==> config.mk <==
export PLATFORM = sky130hd
export DESIGN_NAME = dvt_top
export DESIGN_NICKNAME = d
export VERILOG_FILES = /design/src/rtl/dvt_halt_timer.v /design/src/rtl/dvt_top.v
export VERILOG_INCLUDE_DIRS = /design/src /design/src/rtl
export SDC_FILE = /design/constraint.sdc
export NUM_CORES = 1
export LEC_CHECK = 0
export ABC_CLOCK_PERIOD_IN_PS = 2300
export BUFFER_PORTS_ARGS = -buffer_cell sky130_fd_sc_hd__buf_2
export CAP_MARGIN = 20
export CORE_ASPECT_RATIO = 0.8
export CORE_UTILIZATION = 48
export DETAILED_ROUTE_END_ITERATION = 7
export GPL_ROUTABILITY_DRIVEN = 1
export PLACE_DENSITY_LB_ADDON = 0.2
export SYNTH_ARGS = -nofsm -noshare
export SYNTH_HDL_FRONTEND = slang
export SYNTH_SLANG_ARGS = --single-unit
==> constraint.sdc <==
create_clock -name sys_clk -period 2.3 [get_ports sys_clk]
set_clock_uncertainty 0.15 [all_clocks]
set_input_delay 0 -clock sys_clk [delete_from_list [all_inputs] [get_ports sys_clk]]
set_output_delay 0 -clock sys_clk [all_outputs]
set_load 0.05 [all_outputs]
==> src/rtl/dvt_map.vh <==
`ifndef DVT_MAP_VH
`define DVT_MAP_VH

// Offsets inside the 16-byte block
`define DVT_OFS_RSV0        4'h0
`define DVT_OFS_RSV1        4'h4
`define DVT_OFS_CTRL        4'h8
`define DVT_OFS_RSV2        4'hc

// Control field layout
`define DVT_TMO_MSB         31
`define DVT_TMO_LSB         12
`define DVT_MODE_BIT        11
`define DVT_VEN_BIT         10
`define DVT_SRC_MSB         9
`define DVT_SRC_LSB         8
`define DVT_IRC_MSB         7
`define DVT_IRC_LSB         5
`define DVT_VCV_MSB         4
`define DVT_VCV_LSB         0
`define DVT_RW_MASK         32'h00000fff

// Reset values
`define DVT_CTRL_RESET      12'h00a
`define DVT_VCODE_RESET     5'h0a

// Timing
`define DVT_TICKS_PER_UNIT  4096
`define DVT_BUS_DIV         1

// Special bus cycle encoding
`define DVT_SPC_BYTE_EN     8'hbf
`define DVT_SPC_ADDR_43     2'h0

// Ratio codes as core-to-bus ratio in half steps
`define DVT_RATIO_100       4'h4
`define DVT_RATIO_101       4'h6
`define DVT_RATIO_110       4'hc
`define DVT_RATIO_111       4'h7
`define DVT_RATIO_000       4'h9
`define DVT_RATIO_001       4'ha
`define DVT_RATIO_010       4'h8
`define DVT_RATIO_011       4'hb

`endif

==> src/rtl/dvt_halt_timer.v <==
`timescale 1ns/100ps
`include "dvt_map.vh"

module dvt_halt_timer #(
  parameter TICKS_PER_UNIT = `DVT_TICKS_PER_UNIT,
  parameter CNT_W          = 20
) (
  input  wire             sys_clk,
  input  wire             rst,
  input  wire             bus_tick,
  input  wire             start,
  input  wire [CNT_W-1:0] units,
  output wire             busy
);

  reg [CNT_W+12:0] units_left_q;
  reg [12:0]       tick_left_q;

  // One unit is TICKS_PER_UNIT bus clocks; a restart reloads both counters
  always @(posedge sys_clk) begin
    if (rst) begin
      units_left_q <= {(CNT_W+13){1'b0}};
      tick_left_q  <= 13'h0000;
    end else if (start) begin
      units_left_q <= {13'h0000, units};
      tick_left_q  <= TICKS_PER_UNIT[12:0];
    end else if (bus_tick && units_left_q != {(CNT_W+13){1'b0}}) begin
      if (tick_left_q == 13'h0001) begin
        tick_left_q  <= TICKS_PER_UNIT[12:0];
        units_left_q <= units_left_q - {{(CNT_W+12){1'b0}}, 1'b1};
      end else begin
        tick_left_q <= tick_left_q - 13'h0001;
      end
    end
  end

  assign busy = (units_left_q != {(CNT_W+13){1'b0}});

endmodule // dvt_halt_timer

==> src/rtl/dvt_top.v <==
// Function
// RULE1 - 16-byte block, one read/write control dword at bytes 11 to 8.
// RULE2 - Bytes 15-12 and 7-0 are reserved and read as zero.
// RULE3 - Reset clears the control field except voltage code value, which becomes 01010b.
// RULE4 - Non-zero halt timeout count write enters the stop-grant state.
// RULE5 - Stop-grant lasts halt timeout count times 4096 bus clocks.
// RULE6 - Timer expiry leaves stop-grant and completes the transition.
// RULE7 - With change mode zero, new settings apply only on stop-grant entry.
// RULE8 - Voltage code enable chooses whether pins load the voltage code value on entry.
// RULE9 - Voltage code value drives the voltage code pins during reset.
// RULE10 - Divisor source 00 uses straps at reset; 1x uses internal code at entry.
// RULE11 - Source 1x copies internal ratio code into effective ratio code on entry.
// RULE12 - Effective ratio code maps to the listed core-to-bus clock ratios.
// RULE13 - At reset release, effective ratio code loads from ratio strap pins.
// RULE14 - System must not snoop the device during stop-grant.
// RULE15 - Halt timeout count is write-only and reads as zero.
// RULE16 - Firmware should set divisor source to 10 and voltage enable to one.
// RULE17 - Only aligned dword accesses are claimed; others go to the host bus.
// RULE18 - With special cycles enabled, each claimed access emits byte enables BFh cycle; code queues only one access behind a busy cycle, further ones emit none.
// RULE19 - System answers every special cycle with burst ready.
// RULE20 - With block access disabled, accesses pass to the host bus.
// RULE21 - Applied ratio and voltage persist after stop-grant until changed.
`timescale 1ns/100ps
`include "dvt_map.vh"

module dvt_top #(
  parameter TICKS_PER_UNIT = `DVT_TICKS_PER_UNIT,
  parameter BUS_DIV        = `DVT_BUS_DIV
) (
  input  wire        sys_clk,
  input  wire        rst,
  input  wire        io_valid,
  input  wire        io_write,
  input  wire [15:0] io_addr,
  input  wire [3:0]  io_byte_en,
  input  wire [31:0] io_wdata,
  output reg  [31:0] io_rdata,
  output reg         io_ack,
  output wire        io_claim,
  output wire        io_forward,
  input  wire [11:0] block_base_address,
  input  wire        block_access_enable,
  input  wire        special_cycle_enable,
  input  wire [2:0]  ratio_strap_pins,
  input  wire        burst_ready_in_n,
  output reg         spc_req,
  output wire [7:0]  byte_lane_enables_n,
  output wire [1:0]  spc_addr_43,
  output reg  [4:0]  voltage_code_pins,
  output reg  [2:0]  effective_ratio_code,
  output reg  [3:0]  ratio_half_steps,
  output wire        stop_grant_active,
  output wire        snoop_block
);

  localparam ST_IDLE = 2'b00;
  localparam ST_HALT = 2'b01;

  reg  [11:0] ctrl_q;
  reg  [1:0]  state_q;
  reg  [1:0]  state_d;
  reg  [2:0]  strap_meta_q;
  reg  [2:0]  strap_sync_q;
  reg         burst_ready_in_meta_q;
  reg         burst_ready_in_sync_q;
  reg         rst_seen_q;
  reg  [7:0]  div_cnt_q;
  reg         bus_tick_q;
  reg         spc_pend_q;
  wire        in_block;
  wire        aligned_dword;
  wire        hit;
  wire        spc_new;
  wire        wr_ctrl;
  wire        enter_halt;
  wire        timer_busy;
  wire [19:0] tmo_val;
  wire [3:0]  ofs;

  // Straps sync through reset, so the release edge sees the pins, not zero
  always @(posedge sys_clk) begin
    strap_meta_q <= ratio_strap_pins;
    strap_sync_q <= strap_meta_q;
  end

  // Pin inputs pass two flops before use
  always @(posedge sys_clk) begin
    if (rst) begin
      burst_ready_in_meta_q  <= 1'b1;
      burst_ready_in_sync_q  <= 1'b1;
    end else begin
      burst_ready_in_meta_q  <= burst_ready_in_n;
      burst_ready_in_sync_q  <= burst_ready_in_meta_q;
    end
  end

  // Bus clock enable; one tick per BUS_DIV system clocks
  always @(posedge sys_clk) begin
    if (rst) begin
      div_cnt_q  <= 8'h00;
      bus_tick_q <= 1'b0;
    end else if (div_cnt_q == BUS_DIV[7:0] - 8'h01) begin
      div_cnt_q  <= 8'h00;
      bus_tick_q <= 1'b1;
    end else begin
      div_cnt_q  <= div_cnt_q + 8'h01;
      bus_tick_q <= 1'b0;
    end
  end

  // Address decode
  assign ofs           = io_addr[3:0];
  assign in_block      = (io_addr[15:4] == block_base_address);
  assign aligned_dword = (io_addr[1:0] == 2'b00) && (io_byte_en == 4'hf); // [RULE17]
  assign hit           = io_valid && block_access_enable && in_block && aligned_dword; // [RULE20]
  assign io_claim      = hit;
  assign io_forward    = io_valid && !hit; // [RULE17] [RULE20]

  assign wr_ctrl    = hit && io_write && (ofs == `DVT_OFS_CTRL); // [RULE1]
  assign tmo_val    = io_wdata[`DVT_TMO_MSB:`DVT_TMO_LSB];
  assign enter_halt = wr_ctrl && (tmo_val != 20'h00000); // [RULE4]

  // Read path; reserved dwords and the timeout count read as zero
  always @(posedge sys_clk) begin
    if (rst) begin
      io_rdata <= 32'h00000000;
      io_ack   <= 1'b0;
    end else begin
      io_ack <= hit;
      if (hit && !io_write) begin
        if (ofs == `DVT_OFS_CTRL) begin
          io_rdata <= {20'h00000, ctrl_q}; // [RULE1] [RULE15]
        end else begin
          io_rdata <= 32'h00000000; // [RULE2]
        end
      end
    end
  end

  // Writable control bits; timeout count is never stored
  always @(posedge sys_clk) begin
    if (rst) begin
      ctrl_q <= `DVT_CTRL_RESET; // [RULE3]
    end else if (wr_ctrl) begin
      ctrl_q <= io_wdata[11:0]; // [RULE15]
    end
  end

  // Halt interval timer in bus clocks
  dvt_halt_timer #(
    .TICKS_PER_UNIT (TICKS_PER_UNIT),
    .CNT_W          (20)
  ) u_timer (
    .sys_clk  (sys_clk),
    .rst      (rst),
    .bus_tick (bus_tick_q),
    .start    (enter_halt), // [RULE5]
    .units    (tmo_val),
    .busy     (timer_busy)
  );

  // Stop-grant state machine
  always @* begin
    state_d = state_q;
    case (state_q)
      ST_IDLE: begin
        if (enter_halt) begin
          state_d = ST_HALT; // [RULE4]
        end
      end
      ST_HALT: begin
        if (!timer_busy && !enter_halt) begin
          state_d = ST_IDLE; // [RULE6]
        end
      end
      default: begin
        state_d = ST_IDLE;
      end
    endcase
  end

  always @(posedge sys_clk) begin
    if (rst) begin
      state_q <= ST_IDLE;
    end else begin
      state_q <= state_d;
    end
  end

  assign stop_grant_active = (state_q == ST_HALT);
  // Snooping is unsupported while halted; system logic gates snoops on this
  assign snoop_block       = stop_grant_active; // [RULE14]

  // Voltage code pins; loaded only on entry, held afterwards
  always @(posedge sys_clk) begin
    if (rst) begin
      voltage_code_pins <= `DVT_VCODE_RESET; // [RULE9]
    end else if (enter_halt && io_wdata[`DVT_VEN_BIT]) begin
      voltage_code_pins <= io_wdata[`DVT_VCV_MSB:`DVT_VCV_LSB]; // [RULE7] [RULE8] [RULE21]
    end
  end

  // Effective ratio; straps caught at first edge after reset release
  always @(posedge sys_clk) begin
    if (rst) begin
      rst_seen_q           <= 1'b0;
      effective_ratio_code <= 3'h0;
    end else if (!rst_seen_q) begin
      rst_seen_q           <= 1'b1;
      effective_ratio_code <= strap_sync_q; // [RULE10] [RULE13]
    end else if (enter_halt && io_wdata[`DVT_SRC_MSB]) begin
      effective_ratio_code <= io_wdata[`DVT_IRC_MSB:`DVT_IRC_LSB]; // [RULE7] [RULE11] [RULE21]
    end
  end

  // Ratio in half steps for the clock generator
  always @(posedge sys_clk) begin
    if (rst) begin
      ratio_half_steps <= `DVT_RATIO_000;
    end else begin
      case (effective_ratio_code) // [RULE12]
        3'h4:    ratio_half_steps <= `DVT_RATIO_100;
        3'h5:    ratio_half_steps <= `DVT_RATIO_101;
        3'h6:    ratio_half_steps <= `DVT_RATIO_110;
        3'h7:    ratio_half_steps <= `DVT_RATIO_111;
        3'h0:    ratio_half_steps <= `DVT_RATIO_000;
        3'h1:    ratio_half_steps <= `DVT_RATIO_001;
        3'h2:    ratio_half_steps <= `DVT_RATIO_010;
        3'h3:    ratio_half_steps <= `DVT_RATIO_011;
        default: ratio_half_steps <= `DVT_RATIO_000;
      endcase
    end
  end

  assign spc_new = hit && special_cycle_enable;

  // Special cycle held until burst ready; completion and a new access may coincide
  always @(posedge sys_clk) begin
    if (rst) begin
      spc_req    <= 1'b0;
      spc_pend_q <= 1'b0;
    end else if (spc_req && !burst_ready_in_sync_q) begin
      spc_req    <= spc_pend_q || spc_new; // [RULE19]
      spc_pend_q <= spc_pend_q && spc_new;
    end else if (spc_new) begin
      if (spc_req) begin
        spc_pend_q <= 1'b1;
      end else begin
        spc_req <= 1'b1; // [RULE18]
      end
    end
  end

  assign byte_lane_enables_n = spc_req ? `DVT_SPC_BYTE_EN : 8'hff; // [RULE18]
  assign spc_addr_43         = `DVT_SPC_ADDR_43;

endmodule // dvt_top

### After elaboration in Yosys (flattened, before gate mapping)

Memories as Yosys holds them, arrays and structs flattened. A register that Yosys moved wholly into a read port is not among the register bits.
Index checks and enable logic that the tools add are counted.
Widths: inputs -> output; s select.

| cells by class | value |
|---|---|
| add/sub/neg operators | 3 |
| equality and inequality tests | 8 |
| muxes and demuxes | 20 |
| reduce and logical (&&, ||, !) cells | 37 |

Operator list:

| operator | count |
|---|---|
| $mux 20 | 3 |
| $mux 13 | 3 |
| $reduce_bool 33->1 | 1 |
| $sub 33x1->33 const B | 1 |
| $reduce_bool 20->1 | 1 |
| $logic_and 1x1->1 | 16 |
| $eq 13x1->1 const B | 1 |
| $sub 13x1->13 const B | 1 |
| $eq 12x12->1 | 1 |
| $mux 12 | 1 |
| $add 8x1->8 const B | 1 |
| $eq 4x4->1 const B | 2 |
| $logic_not 8->1 | 1 |
| $reduce_and 2->1 | 4 |
| $reduce_bool 2->1 | 4 |
| $mux 1 | 7 |
| $mux 7 | 1 |
| $mux 3 | 2 |
| $logic_not 1->1 | 5 |
| $logic_not 2->1 | 2 |
| $mux 2 | 2 |
| $ne 2x1->1 const B | 2 |
| $pmux 2 s2 | 1 |
| $reduce_or 2->1 | 2 |
| 3 further kinds | 3 |

| word-level totals | value |
|---|---|
| register bits | 121 |
| ROM bits | 32 |
| input port bits | 74 |
| output and inout bits | 60 |
| logic and storage cells | 88 |
| memories | 1 |

Memory list:

| memory | words | bits a word | rd ports | clocked after memory_dff | write ports | line | text |
|---|---|---|---|---|---|---|---|
| (name not given) | 8 | 4 | 1 | 1 | 0 | dvt_top.v:221 | `case (effective_ratio_code)` |

### Depth between registers and ports, before layout

Gate-level depths: netlist of run 1.

| logic depth | value |
|---|---|
| word-level depth | 10 |
| gate-level depth with buffers | 9 |
| depth with buffers taken out | 8 |

### Modules after synthesis

Synthesis of run 1 repeated with hierarchy kept, for this count alone.

| unflattened totals | value |
|---|---|
| cells, all modules | 601 |
| area, all modules | 5276.3 um^2 |

By module, submodules not included:

| module | times used | cells each | area each (um^2) | seq. area each (um^2) |
|---|---|---|---|---|
| dvt_top | 1 | 297 | 2666.3 | 1161.1 |
| dvt_halt_timer | 1 | 304 | 2610.0 | 920.9 |

### Worst setup path before layout of run 1

Ideal clock, no wire load.

| timing path | value |
|---|---|
| path type | reg2reg |
| from | register u_timer.tick_left_q[0] |
| to | register u_timer.units_left_q[25] |
| setup time | 128 ps |
| arrival time | 2180 ps |
| data required time | 2022 ps |
| path slack | -158 ps |
| stages on the path, launching flop included | 8 |
| path buffers | 0 |
| period minus slack after synthesis | 2458 ps |
| cell sequence | dfxtp_1 ha_1 or4b_1 or4_4 or2_4 nor4b_2 xnor2_1 nor2_1 |

| on the way | value |
|---|---|
| cells in the longest elaborated chain, start to end | 2 |

Ends and longest elaborated chain:

| what | line | text |
|---|---|---|
| start, declared | dvt_halt_timer.v:17 | `reg [12:0] tick_left_q;` |
| start signal, assigned | dvt_halt_timer.v:26 | `tick_left_q <= TICKS_PER_UNIT[12:0];` |
| start signal, assigned | dvt_halt_timer.v:29 | `tick_left_q <= TICKS_PER_UNIT[12:0];` |
| start signal, assigned | dvt_halt_timer.v:32 | `tick_left_q <= tick_left_q - 13'h0001;` |
| $eq 13x1->1 | dvt_halt_timer.v:28 | `if (tick_left_q == 13'h0001) begin` |
| $reduce_and 2->1 (no line) | - |  |
| end signal, assigned | dvt_halt_timer.v:22 | `units_left_q <= {(CNT_W+13){1'b0}};` |
| end signal, assigned | dvt_halt_timer.v:25 | `units_left_q <= {13'h0000, units};` |
| end signal, assigned | dvt_halt_timer.v:30 | `units_left_q <= units_left_q - {{(CNT_W+12){1'b0}}, 1'b1};` |
| end, declared | dvt_halt_timer.v:16 | `reg [CNT_W+12:0] units_left_q;` |

Every way passes these cells.
A chain may end at the register's enable or synchronous reset.

### Worst setup path after layout of run 1

| timing path | value |
|---|---|
| from | register u_timer.tick_left_q[1] |
| to | register u_timer.units_left_q[15] |

| on the way | value |
|---|---|
| cells in the longest elaborated chain, start to end | 3 |

Ends and longest elaborated chain:

| what | line |
|---|---|
| $eq 13x1->1 | dvt_halt_timer.v:28 |
| $reduce_bool 2->1 (no line) | - |
| $reduce_and 2->1 (no line) | - |

Every way passes these cells.

==> results of run 1 <==
[sequential cells by signal, summed over array words and instances (netlist names)]
| signal | cells |
|---|---|
| voltage_code_pins | 5 |
| strap_sync_q | 3 |
| u_timer.tick_left_q | 13 |
| spc_req | 1 |
| burst_ready_in_sync_q | 1 |
| rst_seen_q | 1 |
| u_timer.units_left_q | 33 |
| bus_tick_q | 1 |
| ctrl_q | 12 |
| burst_ready_in_meta_q | 1 |
| ratio_half_steps | 4 |
| div_cnt_q | 8 |
| io_rdata | 12 |
| state_q | 1 |
| strap_meta_q | 3 |
| spc_pend_q | 1 |
| effective_ratio_code | 3 |
| io_ack | 1 |
[layout make-up]
| type | instances | area (sq um) | share of cell area (%) |
|---|---|---|---|
| Timing Repair Buffer | 233 | 1660 | 22.78 |
| Clock inverter | 7 | 85.08 | 1.168 |
| Sequential cell | 104 | 2087 | 28.64 |
| Clock buffer | 9 | 225.2 | 3.091 |
| Tap cell | 140 | 175.2 | 2.404 |
| Multi-Input combinational cell | 431 | 3009 | 41.29 |
| Inverter | 12 | 45.04 | 0.6181 |
[where the power goes]
group / switching (mW) / total [mW] / internal (mW)
clock network: 0.784 / 1.56 / 0.778
registers: 0.00748 / 1.82 / 1.81
logic: 0.240 / 0.369 / 0.129
total: 1.03 / 3.75 / 2.72
[what timing repair did]
| item | in CTS | in global routing |
|---|---|---|
| pin swaps | 34 | 30 |
| gates resized for setup | 27 | 42 |
| cloned | 0 | 1 |
| hold buffers | 44 | 0 |
| endpoints found under the hold margin | 55 | 0 |
| buffers inserted | 10 | 5 |
| endpoints found under the setup margin | 30 | 49 |
[logic make-up (layout without fill, tap and decap cells)]
logic type | Yosys count | after routing | share of synthesized area [%]
flops | 104 | 104 | 41.25
buf+inv | 63 | 261 | 7.114
fa+ha+maj | 7 | 7 | 1.735
simple gates | 260 | 261 | 28.53
compound gates | 59 | 59 | 7.710
mux | 20 | 20 | 3.966
other cells | 2 | 29 | 0.1488
xor+xnor | 55 | 55 | 9.544
[how the worst max path moves through the flow]
stage	start	end	slack, ns
floorplan	u_timer.tick_left_q[1]	u_timer.units_left_q[25]	-0.05
global placement	u_timer.tick_left_q[1]	u_timer.units_left_q[17]	-0.11
detailed placement	u_timer.tick_left_q[1]	u_timer.units_left_q[4]	-0.16
CTS	u_timer.tick_left_q[1]	u_timer.units_left_q[4]	-0.15
global route	u_timer.tick_left_q[1]	u_timer.units_left_q[15]	-0.42
finish	u_timer.tick_left_q[1]	u_timer.units_left_q[15]	-0.25
[layout by cell type (no fill, tap or decap), types with 4 or more instances in the layout]
master | Yosys | routed
sky130_fd_sc_hd__a211oi_1 | 17 | 15
sky130_fd_sc_hd__a211oi_2 | 2 | 4
sky130_fd_sc_hd__a21oi_1 | 23 | 22
sky130_fd_sc_hd__buf_2 | 2 | 104
sky130_fd_sc_hd__buf_4 | 30 | 73
sky130_fd_sc_hd__buf_6 | 1 | 9
sky130_fd_sc_hd__clkbuf_16 | 0 | 9
sky130_fd_sc_hd__conb_1 | 2 | 29
sky130_fd_sc_hd__dfxtp_1 | 104 | 100
sky130_fd_sc_hd__dfxtp_2 | 0 | 4
sky130_fd_sc_hd__dlygate4sd3_1 | 0 | 44
sky130_fd_sc_hd__ha_1 | 7 | 5
sky130_fd_sc_hd__inv_1 | 11 | 8
sky130_fd_sc_hd__mux2i_1 | 20 | 20
sky130_fd_sc_hd__nand2_1 | 40 | 40
sky130_fd_sc_hd__nand3_1 | 29 | 22
sky130_fd_sc_hd__nand3_2 | 1 | 8
sky130_fd_sc_hd__nand4_1 | 8 | 8
sky130_fd_sc_hd__nor2_1 | 84 | 80
sky130_fd_sc_hd__nor2_4 | 1 | 5
sky130_fd_sc_hd__nor3_1 | 14 | 10
sky130_fd_sc_hd__nor3_4 | 0 | 5
sky130_fd_sc_hd__nor4_1 | 23 | 19
sky130_fd_sc_hd__nor4_2 | 1 | 4
sky130_fd_sc_hd__nor4_4 | 3 | 4
sky130_fd_sc_hd__nor4b_4 | 0 | 4
sky130_fd_sc_hd__o21ai_0 | 6 | 6
sky130_fd_sc_hd__or2_2 | 6 | 5
sky130_fd_sc_hd__or4_4 | 2 | 5
sky130_fd_sc_hd__xnor2_1 | 23 | 22
sky130_fd_sc_hd__xor2_1 | 32 | 32
[routing by layer]
| metal | up-vias | global-route usage, % | share of wire (%) |
|---|---|---|---|
| li1 | 2378 | - | - |
| met1 | 2339 | 33.82 | 45 |
| met2 | 165 | 39.05 | 48 |
| met3 | 16 | 6.968 | 5.7 |
| met4 | 0 | 7.700 | 1.3 |
| met5 | - | 0 | 0 |
[worst max-delay path, delay by kind of cell, from the launching register on]
| kind | cells | cell delay [ns] |
|---|---|---|
| flops | 1 | 0.33 |
| fa+ha+maj | 1 | 0.11 |
| simple gates | 3 | 0.99 |
| compound gates | 2 | 0.39 |
| xor+xnor | 1 | 0.10 |
| buf+inv | 3 | 0.40 |
[cells in the mapped netlist (2+ instances only)]
cell / n / area share (%)
sky130_fd_sc_hd__a211oi_1: 17 / 2.5
sky130_fd_sc_hd__a211oi_2: 2 / 0.50
sky130_fd_sc_hd__a21oi_1: 23 / 2.3
sky130_fd_sc_hd__and3_1: 6 / 0.74
sky130_fd_sc_hd__and4_1: 2 / 0.35
sky130_fd_sc_hd__buf_2: 2 / 0.20
sky130_fd_sc_hd__buf_4: 30 / 4.5
sky130_fd_sc_hd__clkbuf_1: 17 / 1.3
sky130_fd_sc_hd__conb_1: 2 / 0.15
sky130_fd_sc_hd__dfxtp_1: 104 / 41
sky130_fd_sc_hd__ha_1: 7 / 1.7
sky130_fd_sc_hd__inv_1: 11 / 0.82
sky130_fd_sc_hd__mux2i_1: 20 / 4.0
sky130_fd_sc_hd__nand2_1: 40 / 3.0
sky130_fd_sc_hd__nand2b_1: 3 / 0.37
sky130_fd_sc_hd__nand3_1: 29 / 2.9
sky130_fd_sc_hd__nand3b_1: 2 / 0.30
sky130_fd_sc_hd__nand4_1: 8 / 0.99
sky130_fd_sc_hd__nand4b_1: 3 / 0.52
sky130_fd_sc_hd__nor2_1: 84 / 6.2
sky130_fd_sc_hd__nor2b_1: 2 / 0.25
sky130_fd_sc_hd__nor3_1: 14 / 1.4
sky130_fd_sc_hd__nor3_2: 4 / 0.79
sky130_fd_sc_hd__nor3b_1: 2 / 0.30
sky130_fd_sc_hd__nor4_1: 23 / 2.9
sky130_fd_sc_hd__nor4_4: 3 / 1.3
sky130_fd_sc_hd__nor4b_1: 2 / 0.35
sky130_fd_sc_hd__nor4b_2: 4 / 1.2
sky130_fd_sc_hd__o21ai_0: 6 / 0.59
sky130_fd_sc_hd__o21ai_1: 2 / 0.20
sky130_fd_sc_hd__o31ai_1: 2 / 0.30
sky130_fd_sc_hd__or2_2: 6 / 0.74
sky130_fd_sc_hd__or3_1: 4 / 0.50
sky130_fd_sc_hd__or4_1: 6 / 0.89
sky130_fd_sc_hd__or4_4: 2 / 0.45
sky130_fd_sc_hd__xnor2_1: 23 / 4.0
sky130_fd_sc_hd__xor2_1: 32 / 5.6
==> results list, run 1 <==
* Number of antenna violations at the first check in global routing: 0
- Leakage Power: 3.119 nW
* Die area: 10930 sq um
* Post-layout instance area: 7287 sq um
* Clock root cell: sky130_fd_sc_hd__clkbuf_16
- The tightest hold path in the finished design has a slack of 0.01437 ns.
- Once detail routing completed, the nets flagged for antenna violations numbered 0.
- Average size of a mapped cell: 8.855 sq um
- Once detailed placement completed, the half-perimeter wirelength came to 9109 um.
- The flow ran to the end, but the final reports show violations.
* Largest stage delay on the critical path: 0.50 ns
- PD cells: 515.0 nW/um^2
* Placed cell count: 860
* Synthesized instance count: 570
* Max H-tree Level: 3
- CTS clk-pin slew, worst paths: 0.08 ns
* Area grow syn2layout: 44.37%
- For this run, the total global-route usage over all layers was measured as 25.14%.
- The worst-case IR drop observed on VDD is 0.0005815 V.
- Post-layout net count: 872
- In the final routed layout, each cell accounts on average for 14.91 um.
* Critical Path Sink Type: flip-flop
* Total Neg Setup Slack: -4.155 ns
- Synth Flop Type: sky130_fd_sc_hd__dfxtp_1
- The mapped netlist covers 5047 sq um.
* First-pass GRT wire length: 21200 um
- The setup check on the worst reg-to-reg path leaves a slack of -0.25 ns.
- Max Fclk: 0.3919 GHz
- After detailed routing, the number of remaining DRC violations is 0.
- The first detailed-routing pass took 5 iterations.
- Counting I/O delays and the setup requirement, the final critical path takes 2.552 ns.
* GR Overflow Total: 0
- The number of hold violations in the final report came to 0.
- Max-cap violations in this run came to 0.
* Number of vias per cell after detailed routing: 5.233
- Counting the buffers created by CTS gives 9.
* Fin worst setup slack: -0.2516 ns
* Type of origin of the critical path: flip-flop
* Cell area after placement: 6106 sq um
- The worst register-to-register path has a depth of 10.
- The detailed router finished its first iteration with 215 violations.
- The startpoint identified for the worst register-to-register timing path is u_timer.tick_left_q[1].
- For this run, the number of Yosys warnings is 0.
- Number of global-route vias before repair: 4533
- STA puts the critical path data required time at 2.42 ns.
* Final period util: 110.9%
- Chip height: 93.72 um
* Final weighted congestion in routability-driven placement: 0.8407
- Endpoint of the most critical register-to-register path: u_timer.units_left_q[15]
- Die width: 116.6 um
* Netlist cell types: 58
* Filler Cells Inserted: 764
* Clk sink count: 104
- Fin cells: 936
* Core Box Area: 10240 sq um
- The worst pin sits at a relative slew slack of 52.74%.
- Worst slack, placed: -0.1644 ns
- Sum of internal, switching and leakage power: 3.753 mW
- Final Core Density: 71.16%
- The max-slew violation total from the final report came to 0.
- I/O Pins: 134
- Clk buf depth: 2
* Number of synthesized flops with an enable pin: 0
- TritonCTS built the clock tree.
- Setup violations, final: 31
- Final antenna diode count: 0
* Largest net degree at the start of global routing: 57
- Of the cells placed in the final design, the portion with a size suffix greater than 1 is 35.30%.
* Critical Path Fanout Max: 7
- The final reports fail on negative setup slack.
* Class of the worst hold path: in2reg
- Number of vias after detailed routing: 4898
* Crit-path cells: inv_2, ha_4, or4b_4, nor4_4, o41ai_2, buf_4, buf_6, nor3_4, xnor2_1, a211oi_1
* Setup repair after global routing missed its margin: yes
- For this run, asynchronously set or reset flops after synthesis account for 0%.
- Routed WL: 13960 um
- The startpoint identified for the worst hold timing path is io_write.
* Slowest cell on the critical path: sky130_fd_sc_hd__or4b_4
- Worst setup path category: reg2reg
- # rows: 33
- Clock latency on the worst-skew pair, taken at its later pin, is 0.36 ns.
- For this configuration, the core starts out at a cell density of 49.29%.
- Hold Crit Endpoint: io_rdata[0]
- Cells on Worst Hold Path: 5
* Port bufs: 104
- After synthesis, flip-flops and latches occupy 41.25% of the total area.
- STA puts the critical path data arrival time at 2.67 ns.
- At the pin with the least slew margin, the transition time is 0.7045 ns.
* #FFs+latches synth: 104
Power figures use the tool's default switching activity.
==> run 2, diff against run 1 <==
- SYNTH_HIERARCHICAL: not set -> 1
==> run 2 against run 1 <==
Effect of this change: the flow still finishes with violations (negative setup slack); maximum frequency down 1.3%; cell count up 2.2%; synthesized area up 4.5%; die area up 4.4%; global-route usage up 2.0 points; highest routed layer unchanged.
==> results list, run 2 <==
- Ranked by instance count, the synthesized netlist is headed by 104 x sky130_fd_sc_hd__dfxtp_1, 66 x sky130_fd_sc_hd__nand2_1, 40 x sky130_fd_sc_hd__nor2_1.
- Die width: 119.2 um (+2.2%)
- The slew at the pin closest to its max-slew limit is 0.5259 ns (-0.1787 ns).
- The total core area was 10490 sq um (+2.4%).
* Chip height: 95.78 um (+2.2%)
- The average footprint of a synthesized cell was 8.779 sq um (-0.86%).
- Fin worst setup slack: -0.2852 ns (-0.03361 ns)
- The arrival time of data at the critical path endpoint is 2.69 ns (+0.02 ns).
- Number of buffers created by CTS: 9 (unchanged)
- Worst voltage drop across the vdd grid: 0.0005619 V (-3.4%)
- The HPWL reported at the end of detailed placement is 10230 um (+12%).
- The number of DRC markers after the initial detailed-route iteration came to 412 (+92%).
* Largest cells by area after synthesis: sky130_fd_sc_hd__dfxtp_1 39%, sky130_fd_sc_hd__nand2_1 4.7%, sky130_fd_sc_hd__buf_4 4.3%
- The fraction of layout instances using a drive strength above 1 came to 38.56% (+3.3 points).
- The clock latency of the later-clocked register in the worst-skew pair is 0.35 ns (about the same).
- Flip-flop count of the largest register, all copies and words added: 33 (unchanged)
- Number of global-route vias before repair: 5120 (+13%)
* Leakage Power: 3.217 nW (+3.2%)
- Mapped Area: 5276 sq um (+4.5%)
- The global-route wire length before repair is 24610 um (+16%).
- CTS clk-pin slew, worst paths: 0.07 ns (about the same)
- Clock tree from TritonCTS: yes
- The area share of the leading cell type in the synthesized netlist came to 39.46% (-1.8 points).
* Number of vias after detailed routing: 5553 (+13%)
- Total Neg Setup Slack: -8.072 ns (-3.917 ns)
- Routed WL: 16640 um (+19%)
- DRC: 0 (unchanged)
* Number of vias per cell after detailed routing: 5.803 (+11%)
- Violations in the final reports: negative setup slack
* Count leader, synth: sky130_fd_sc_hd__dfxtp_1
- The number of synthesized flops with an enable pin was 0 (unchanged).
* Critical Path Sink Type: flip-flop
- The total overflow reported by the global router came to 0 (unchanged).
- The max capacitance violation total came to 0 (unchanged).
- Worst slack, placed: -0.3667 ns (-0.2023 ns)
- The max-slew violation total from the final report was 0 (unchanged).
* Dominant cell type by area after synthesis: sky130_fd_sc_hd__dfxtp_1
* Starting Density: 50.31% (+1.0 points)
- Number of warnings reported in the yosys synthesis log: 6 (+6)
- The biggest cell delay along the critical path was 0.49 ns (about the same).
- Max Fclk: 0.3868 GHz (-1.3%)
- The critical path goes through inv_2, ha_4, or3b_4, or4_4, o41ai_4, buf_6, buf_12, o31ai_4, a311oi_1.
- The library cell used most frequently in the layout, excluding fill and tap cells, is sky130_fd_sc_hd__buf_2.
- u_timer/units_left_q holds more flip-flops than any other register.
* Final antenna diode count: 0 (unchanged)
- Clk buf depth: 2 (unchanged)
* Setup repair after global routing missed its margin: yes
* Final Hold Violating Endpoints: 0 (unchanged)
- Clock root cell: sky130_fd_sc_hd__clkbuf_16
- The count of H-tree levels built during CTS came to 3 (unchanged).
- The overall power came to 3.900 mW (+3.9%).
* Final weighted congestion in routability-driven placement: 0.8323 (-1.0%)
- Registers with the highest flip-flop counts: u_timer/units_left_q x33, u_timer/tick_left_q x13
* Mean routed wirelength per cell: 17.39 um (+17%)
- PD cells: 504.6 nW/um^2 (-2.0%)
- Proportion of synthesized flip-flops having asynchronous set or reset: 0% (unchanged)
- The I/O pin total came to 134 (unchanged).
- Final period util: 112.4% (+1.5 points)
- The number of setup violations in the final report was 40 (+29%).
- Compared with the post-synthesis result, the final layout area differs by 46.48%.
- Worst setup path category: reg2reg
* Number of antenna violations at the first check in global routing: 0 (unchanged)
- Netlist cell types: 59 (+1.7%)
- Required time reported for the critical path endpoint: 2.41 ns (about the same)
- The maximum fanout along the worst path was 6 (-1).
- The number of detailed-route iterations in the first pass was 5 (unchanged).
- Sequential element share of the synthesized area: 39.46% (-1.8 points)
- In the layout the commonest cells are 104 x sky130_fd_sc_hd__buf_2, 101 x sky130_fd_sc_hd__dfxtp_1, 68 x sky130_fd_sc_hd__buf_4.
* Clk sink count: 104 (unchanged)
* Type of origin of the critical path: flip-flop
- Minimum hold slack: 0.003649 ns (-0.01073 ns)
* Die area: 11420 sq um (+4.4%)
* ANT nets after route: 0 (unchanged)
- Slew headroom: 64.73% (+12 points)
* Synthesized instance count: 601 (+5.4%)
- Post-layout net count: 893 (+2.4%)
- Slowest cell on the critical path: sky130_fd_sc_hd__or4_4
- The site row count came to 33 (unchanged).
- The port buffer count is 104 (unchanged).
* Global Route Usage Sum: 27.11% (+2.0 points)
* Run status: complete, but fails checks
- Final Core Density: 73.69% (+2.5 points)
- The maximum number of pins on one net before global-route repair came to 27 (-53%).
- The tightest min-delay check is of the in2reg type.
- The register bit total from synthesis was 104 (unchanged).
- Synth Flop Type: sky130_fd_sc_hd__dfxtp_1
- Minimum clock period: 2.585 ns (+0.03361 ns)
run 2: changes by cell type in the layout (fill, tap and decap cells not counted), sizes merged, moves of 7 or more:
cell / change
a211oi: -15
a21oi: +11
a311oi: +14
and4: +7
inv: +7
nand2: +28
nor2: -45
nor3: -10
o31ai: +17
or3: +19
or4: +14
xnor2: -21
xor2: -15
run 2: power breakdown:
group          internal, mW  switching (mW)  total, mW
registers              1.82         0.00893       1.82
clock network         0.989           0.687       1.68
logic                 0.139           0.261      0.399
run 2: kinds of logic (layout without fill, tap and decap cells):
family	Yosys count	count (layout)	share of synthesized area, %
xor gates and xnor gates	19	19	3.154
buffers and inverters	78	265	8.347
AOI/OAI and AO/OA	115	116	16.22
other	2	29	0.1423
muxes	20	20	3.794
DFF	104	104	39.46
and+or+nand+nor	256	257	27.22
adders and majority gates	7	7	1.660
run 2: cell type report:
class / instances / area, sq um
well taps: 140 / 175.2
fillers: 742 / 2759
repair buffers: 228 / 1695
flip-flops and latches: 104 / 2086
clock buffers: 12 / 246.5
inverters: 21 / 78.83
clock inverters: 4 / 76.32
multi-input cells: 448 / 3371
run 2: path summary, 6_finish.rpt:
check	cells past startpoint	to	slack, ns	startpoint
setup / recovery	9	u_timer/units_left_q[17]	-0.29	u_timer/units_left_q[1]
hold / removal	4	io_rdata[1]	0.004	io_write
setup reg to reg	9	u_timer/units_left_q[17]	-0.29	u_timer/units_left_q[1]
hold reg to reg	0	strap_sync_q[2]	0.18	strap_meta_q[2]
run 2: routing by layer:
layer / vias to the layer above / GRT usage, % / part of all wire [%]
met5: - / 0 / 0
met4: 0 / 8.228 / 2.1
met3: 34 / 5.391 / 7.2
met2: 263 / 46.90 / 48
met1: 2663 / 34.39 / 42
li1: 2593 / - / -
run 2: through the flow:
step,cells,instance area (sq um)
6_report,957,7729
3_5_place_dp,883,6266
3_3_place_gp,883,6266
5_1_grt,957,7729
4_1_cts,950,7277
2_1_floorplan,628,5415
run 2: worst max-delay path: cells and delay by family, from the launching register on:
kind,cells,cell delay [ns]
DFF,1,0.34
and+or+nand+nor,2,0.86
adders and majority gates,1,0.12
buffers and inverters,3,0.43
AOI/OAI and AO/OA,3,0.58
run 2: timing repair:
| item | 4_1_cts | 5_1_grt |
|---|---|---|
| setup buffers | 9 | 4 |
| cloned | 4 | 4 |
| endpoints found under the setup margin | 42 | 47 |
| resized for setup | 41 | 77 |
| pin swaps | 19 | 26 |
| hold buffers | 38 | 0 |
| hold endpoints to repair | 49 | 0 |
==> run 3, diff against run 2 <==
- GPL_ROUTABILITY_DRIVEN: 1 -> 0
- HOLD_SLACK_MARGIN: not set -> 0.1
- REMOVE_ABC_BUFFERS: not set -> 1
==> run 3 against run 2 <==
Effect of this change: hold slack better by 0.12 ns; total power is 2.6% lower; sequential power hardly changed; the flow still finishes with violations (negative setup slack); largest power group unchanged; non-clock buffer count is 4 higher; combinational power is 2% lower; maximum frequency is 1.9% lower; critical endpoint is now u_timer/units_left_q[15]; sequential share of layout area is 0.95 points higher; critical path depth is 3 lower.
==> results list, run 3 (synthesis results as in run 2) <==
- Die width: 119.2 um (unchanged)
- The global-route wire length before repair came to 24900 um (+1.2%).
* Final antenna diode count: 0 (unchanged)
- Number of buffers created by CTS: 9 (unchanged)
* Starting Density: 50.31% (unchanged)
- The number of flip-flops under the largest register name is 33 (unchanged).
- Final Hold Violating Endpoints: 0 (unchanged)
- The maximum clock frequency is 0.3795 GHz (-1.9%).
- Total count of max-transition violations in the final report: 0 (unchanged)
- The total power divided by cell area was 509.0 nW/um^2 (+0.88%).
* Class of the worst hold path: in2reg
* Port bufs: 104 (unchanged)
- The number of setup violations in the final report was 46 (+15%).
- Post-layout net count: 896 (+0.34%)
* Required time reported for the critical path endpoint: 2.43 ns (+0.02 ns)
- Commonest cells after routing, fill and taps aside: 105 x sky130_fd_sc_hd__buf_2, 102 x sky130_fd_sc_hd__dfxtp_1, 67 x sky130_fd_sc_hd__buf_4
- Setup repair after global routing missed its margin: yes
- TritonCTS built the clock tree.
* Worst-Skew Late Latency: 0.36 ns (about the same)
- Max H-tree Level: 3 (unchanged)
* Post-layout instance area: 7462 sq um (-3.4%)
- The maximum number of pins on one net before global-route repair came to 30 (+11%).
- The number of cells in the design after placement was 884 (+0.11%).
- Crit-path cells: buf_6, or4_4, or4_4, or3_1, or3_1, a311oi_2
- The max capacitance violation total was 0 (unchanged).
- STA classifies the critical path startpoint as a flip-flop.
- The slew at the pin closest to its max-slew limit is 0.7607 ns (+0.2349 ns).
* Most frequent standard cell in the layout excluding fill and tap cells: sky130_fd_sc_hd__buf_2
- The number of cells in the finished layout apart from fillers was 960 (+0.31%).
- The I/O pin total came to 134 (unchanged).
- Violations in the final reports: negative setup slack
- Clock root cell: sky130_fd_sc_hd__clkbuf_16
- Detailed placement HPWL: 10190 um (-0.33%)
- The worst setup path is captured at a flip-flop.
* CTS clk-pin slew, worst paths: 0.08 ns (about the same)
- The largest individual stage delay along the critical path comes from the cell sky130_fd_sc_hd__or4_4.
* Filler Cells Inserted: 785 (+5.8%)
- # rows: 33 (unchanged)
- The average via count per standard cell is 5.784 (-0.31%).
* Final period util: 114.6% (+2.2 points)
- Cell area after placement: 6255 sq um (-0.18%)
* Detailed-router iteration count before antenna repair: 5 (unchanged)
* Minimum clock period: 2.635 ns (+0.04949 ns)
- Run status: complete, but fails checks
- The maximum buffer depth of the clock tree came to 2 (unchanged).
- The total core area is 10490 sq um (unchanged).
- DRC: 0 (unchanged)
- Fin worst setup slack: -0.3347 ns (-0.04949 ns)
- ANT nets after route: 0 (unchanged)
* GR Overflow Total: 0 (unchanged)
- Registers with the highest flip-flop counts: u_timer/units_left_q x33, u_timer/tick_left_q x13
- CP Data Arrival Time: 2.76 ns (+0.07 ns)
- Chip height: 95.78 um (unchanged)
- The routed via count is 5553 (unchanged).
- Number of antenna violations at the first check in global routing: 0 (unchanged)
- The detailed-route wire length per cell came to 16.57 um (-4.7%).
* Critical Path Fanout Max: 5 (-1)
- Minimum hold slack: 0.1230 ns (+0.1194 ns)
- Number of global-route vias before repair: 5265 (+2.8%)
- Ranked by flip-flop count, first place goes to u_timer/units_left_q.
- Leakage Power: 3.149 nW (-2.1%)
- The setup TNS is -9.641 ns (-1.569 ns).
- The number of clock sinks seen by CTS came to 104 (unchanged).
* Largest stage delay on the critical path: 0.51 ns (+0.02 ns)
- Worst voltage drop across the vdd grid: 0.0003626 V (-35%)
- The fraction of layout instances using a drive strength above 1 was 34.39% (-4.2 points).
- Sum of internal, switching and leakage power: 3.798 mW (-2.6%)
- Area grow syn2layout: 41.43%
* Detailed router's first-iteration violation count: 424 (+2.9%)
- Worst setup path category: reg2reg
- Die area: 11420 sq um (unchanged)
* Global Route Usage Sum: 27.64% (+0.52 points)
* Routed WL: 15910 um (-4.4%)
- The worst-case headroom to the max-slew limit is 48.97% (-16 points).
## run 3: changes by cell type in the layout (fill, tap and decap cells not counted), moves of 4 or more
cell	change
sky130_fd_sc_hd__a311oi_1	+4
sky130_fd_sc_hd__or3_1	+7
sky130_fd_sc_hd__a21oi_2	-12
sky130_fd_sc_hd__a21oi_1	+11
sky130_fd_sc_hd__buf_6	+6
sky130_fd_sc_hd__or3_4	-7
sky130_fd_sc_hd__a311oi_2	-4
sky130_fd_sc_hd__o31ai_1	+4
## run 3: final cells by class
class	instances	area, sq um	area share, %
well taps	140	175.2	2.347
clock buffers	9	225.2	3.018
clock inverters	7	83.83	1.123
flip-flops and latches	104	2085	27.93
multi-input cells	447	3139	42.07
repair buffers	232	1675	22.45
inverters	21	78.83	1.056
## run 3: timing repair
item / in CTS / in global routing
hold buffers: 40 / 0
pin swaps: 19 / 15
endpoints found under the hold margin: 62 / 0
setup endpoints to repair: 45 / 47
setup buffers: 9 / 7
gates cloned: 3 / 1
gates resized for setup: 45 / 40
## run 3: path summary, 6_finish.rpt
| kind | startpoint | to | slack, ns | cells past startpoint |
|---|---|---|---|---|
| worst max-delay path | u_timer/units_left_q[1] | u_timer/units_left_q[15] | -0.33 | 6 |
| worst min-delay path | ratio_strap_pins[1] | strap_meta_q[1] | 0.12 | 2 |
| worst max register to register | u_timer/units_left_q[1] | u_timer/units_left_q[15] | -0.33 | 6 |
| worst min register to register | strap_meta_q[0] | strap_sync_q[0] | 0.18 | 0 |
## run 3: critical path, delay by kind of cell, from the launching register on
| family | cells | cell delay, ns |
|---|---|---|
| buffers and inverters | 1 | 0.11 |
| AO/OA/AOI/OAI | 1 | 0.25 |
| AND/OR/NAND/NOR | 4 | 1.70 |
| flip-flops | 1 | 0.34 |
## run 3: stage by stage
stage	utilization, %	setup slack [ns]
floorplan	-	-0.6947
global placement	59.64	-0.2918
detailed placement	59.64	-0.4119
CTS	68.93	-0.2702
global route	71.15	-0.3909
finish	71.15	-0.3347
## run 3: where the power goes
group / internal (mW) / switching [mW] / total, mW
clock: 0.783 / 0.804 / 1.59
sequential: 1.81 / 0.00748 / 1.82
combinational: 0.134 / 0.256 / 0.390
## run 3: per-layer routing
metal | share of wire [%] | vias up | track usage [%]
met5 | 0 | - | 0
met4 | 2.4 | 0 | 11.92
met3 | 7.5 | 38 | 5.509
met2 | 48 | 258 | 46.85
met1 | 42 | 2663 | 34.55
li1 | - | 2594 | -
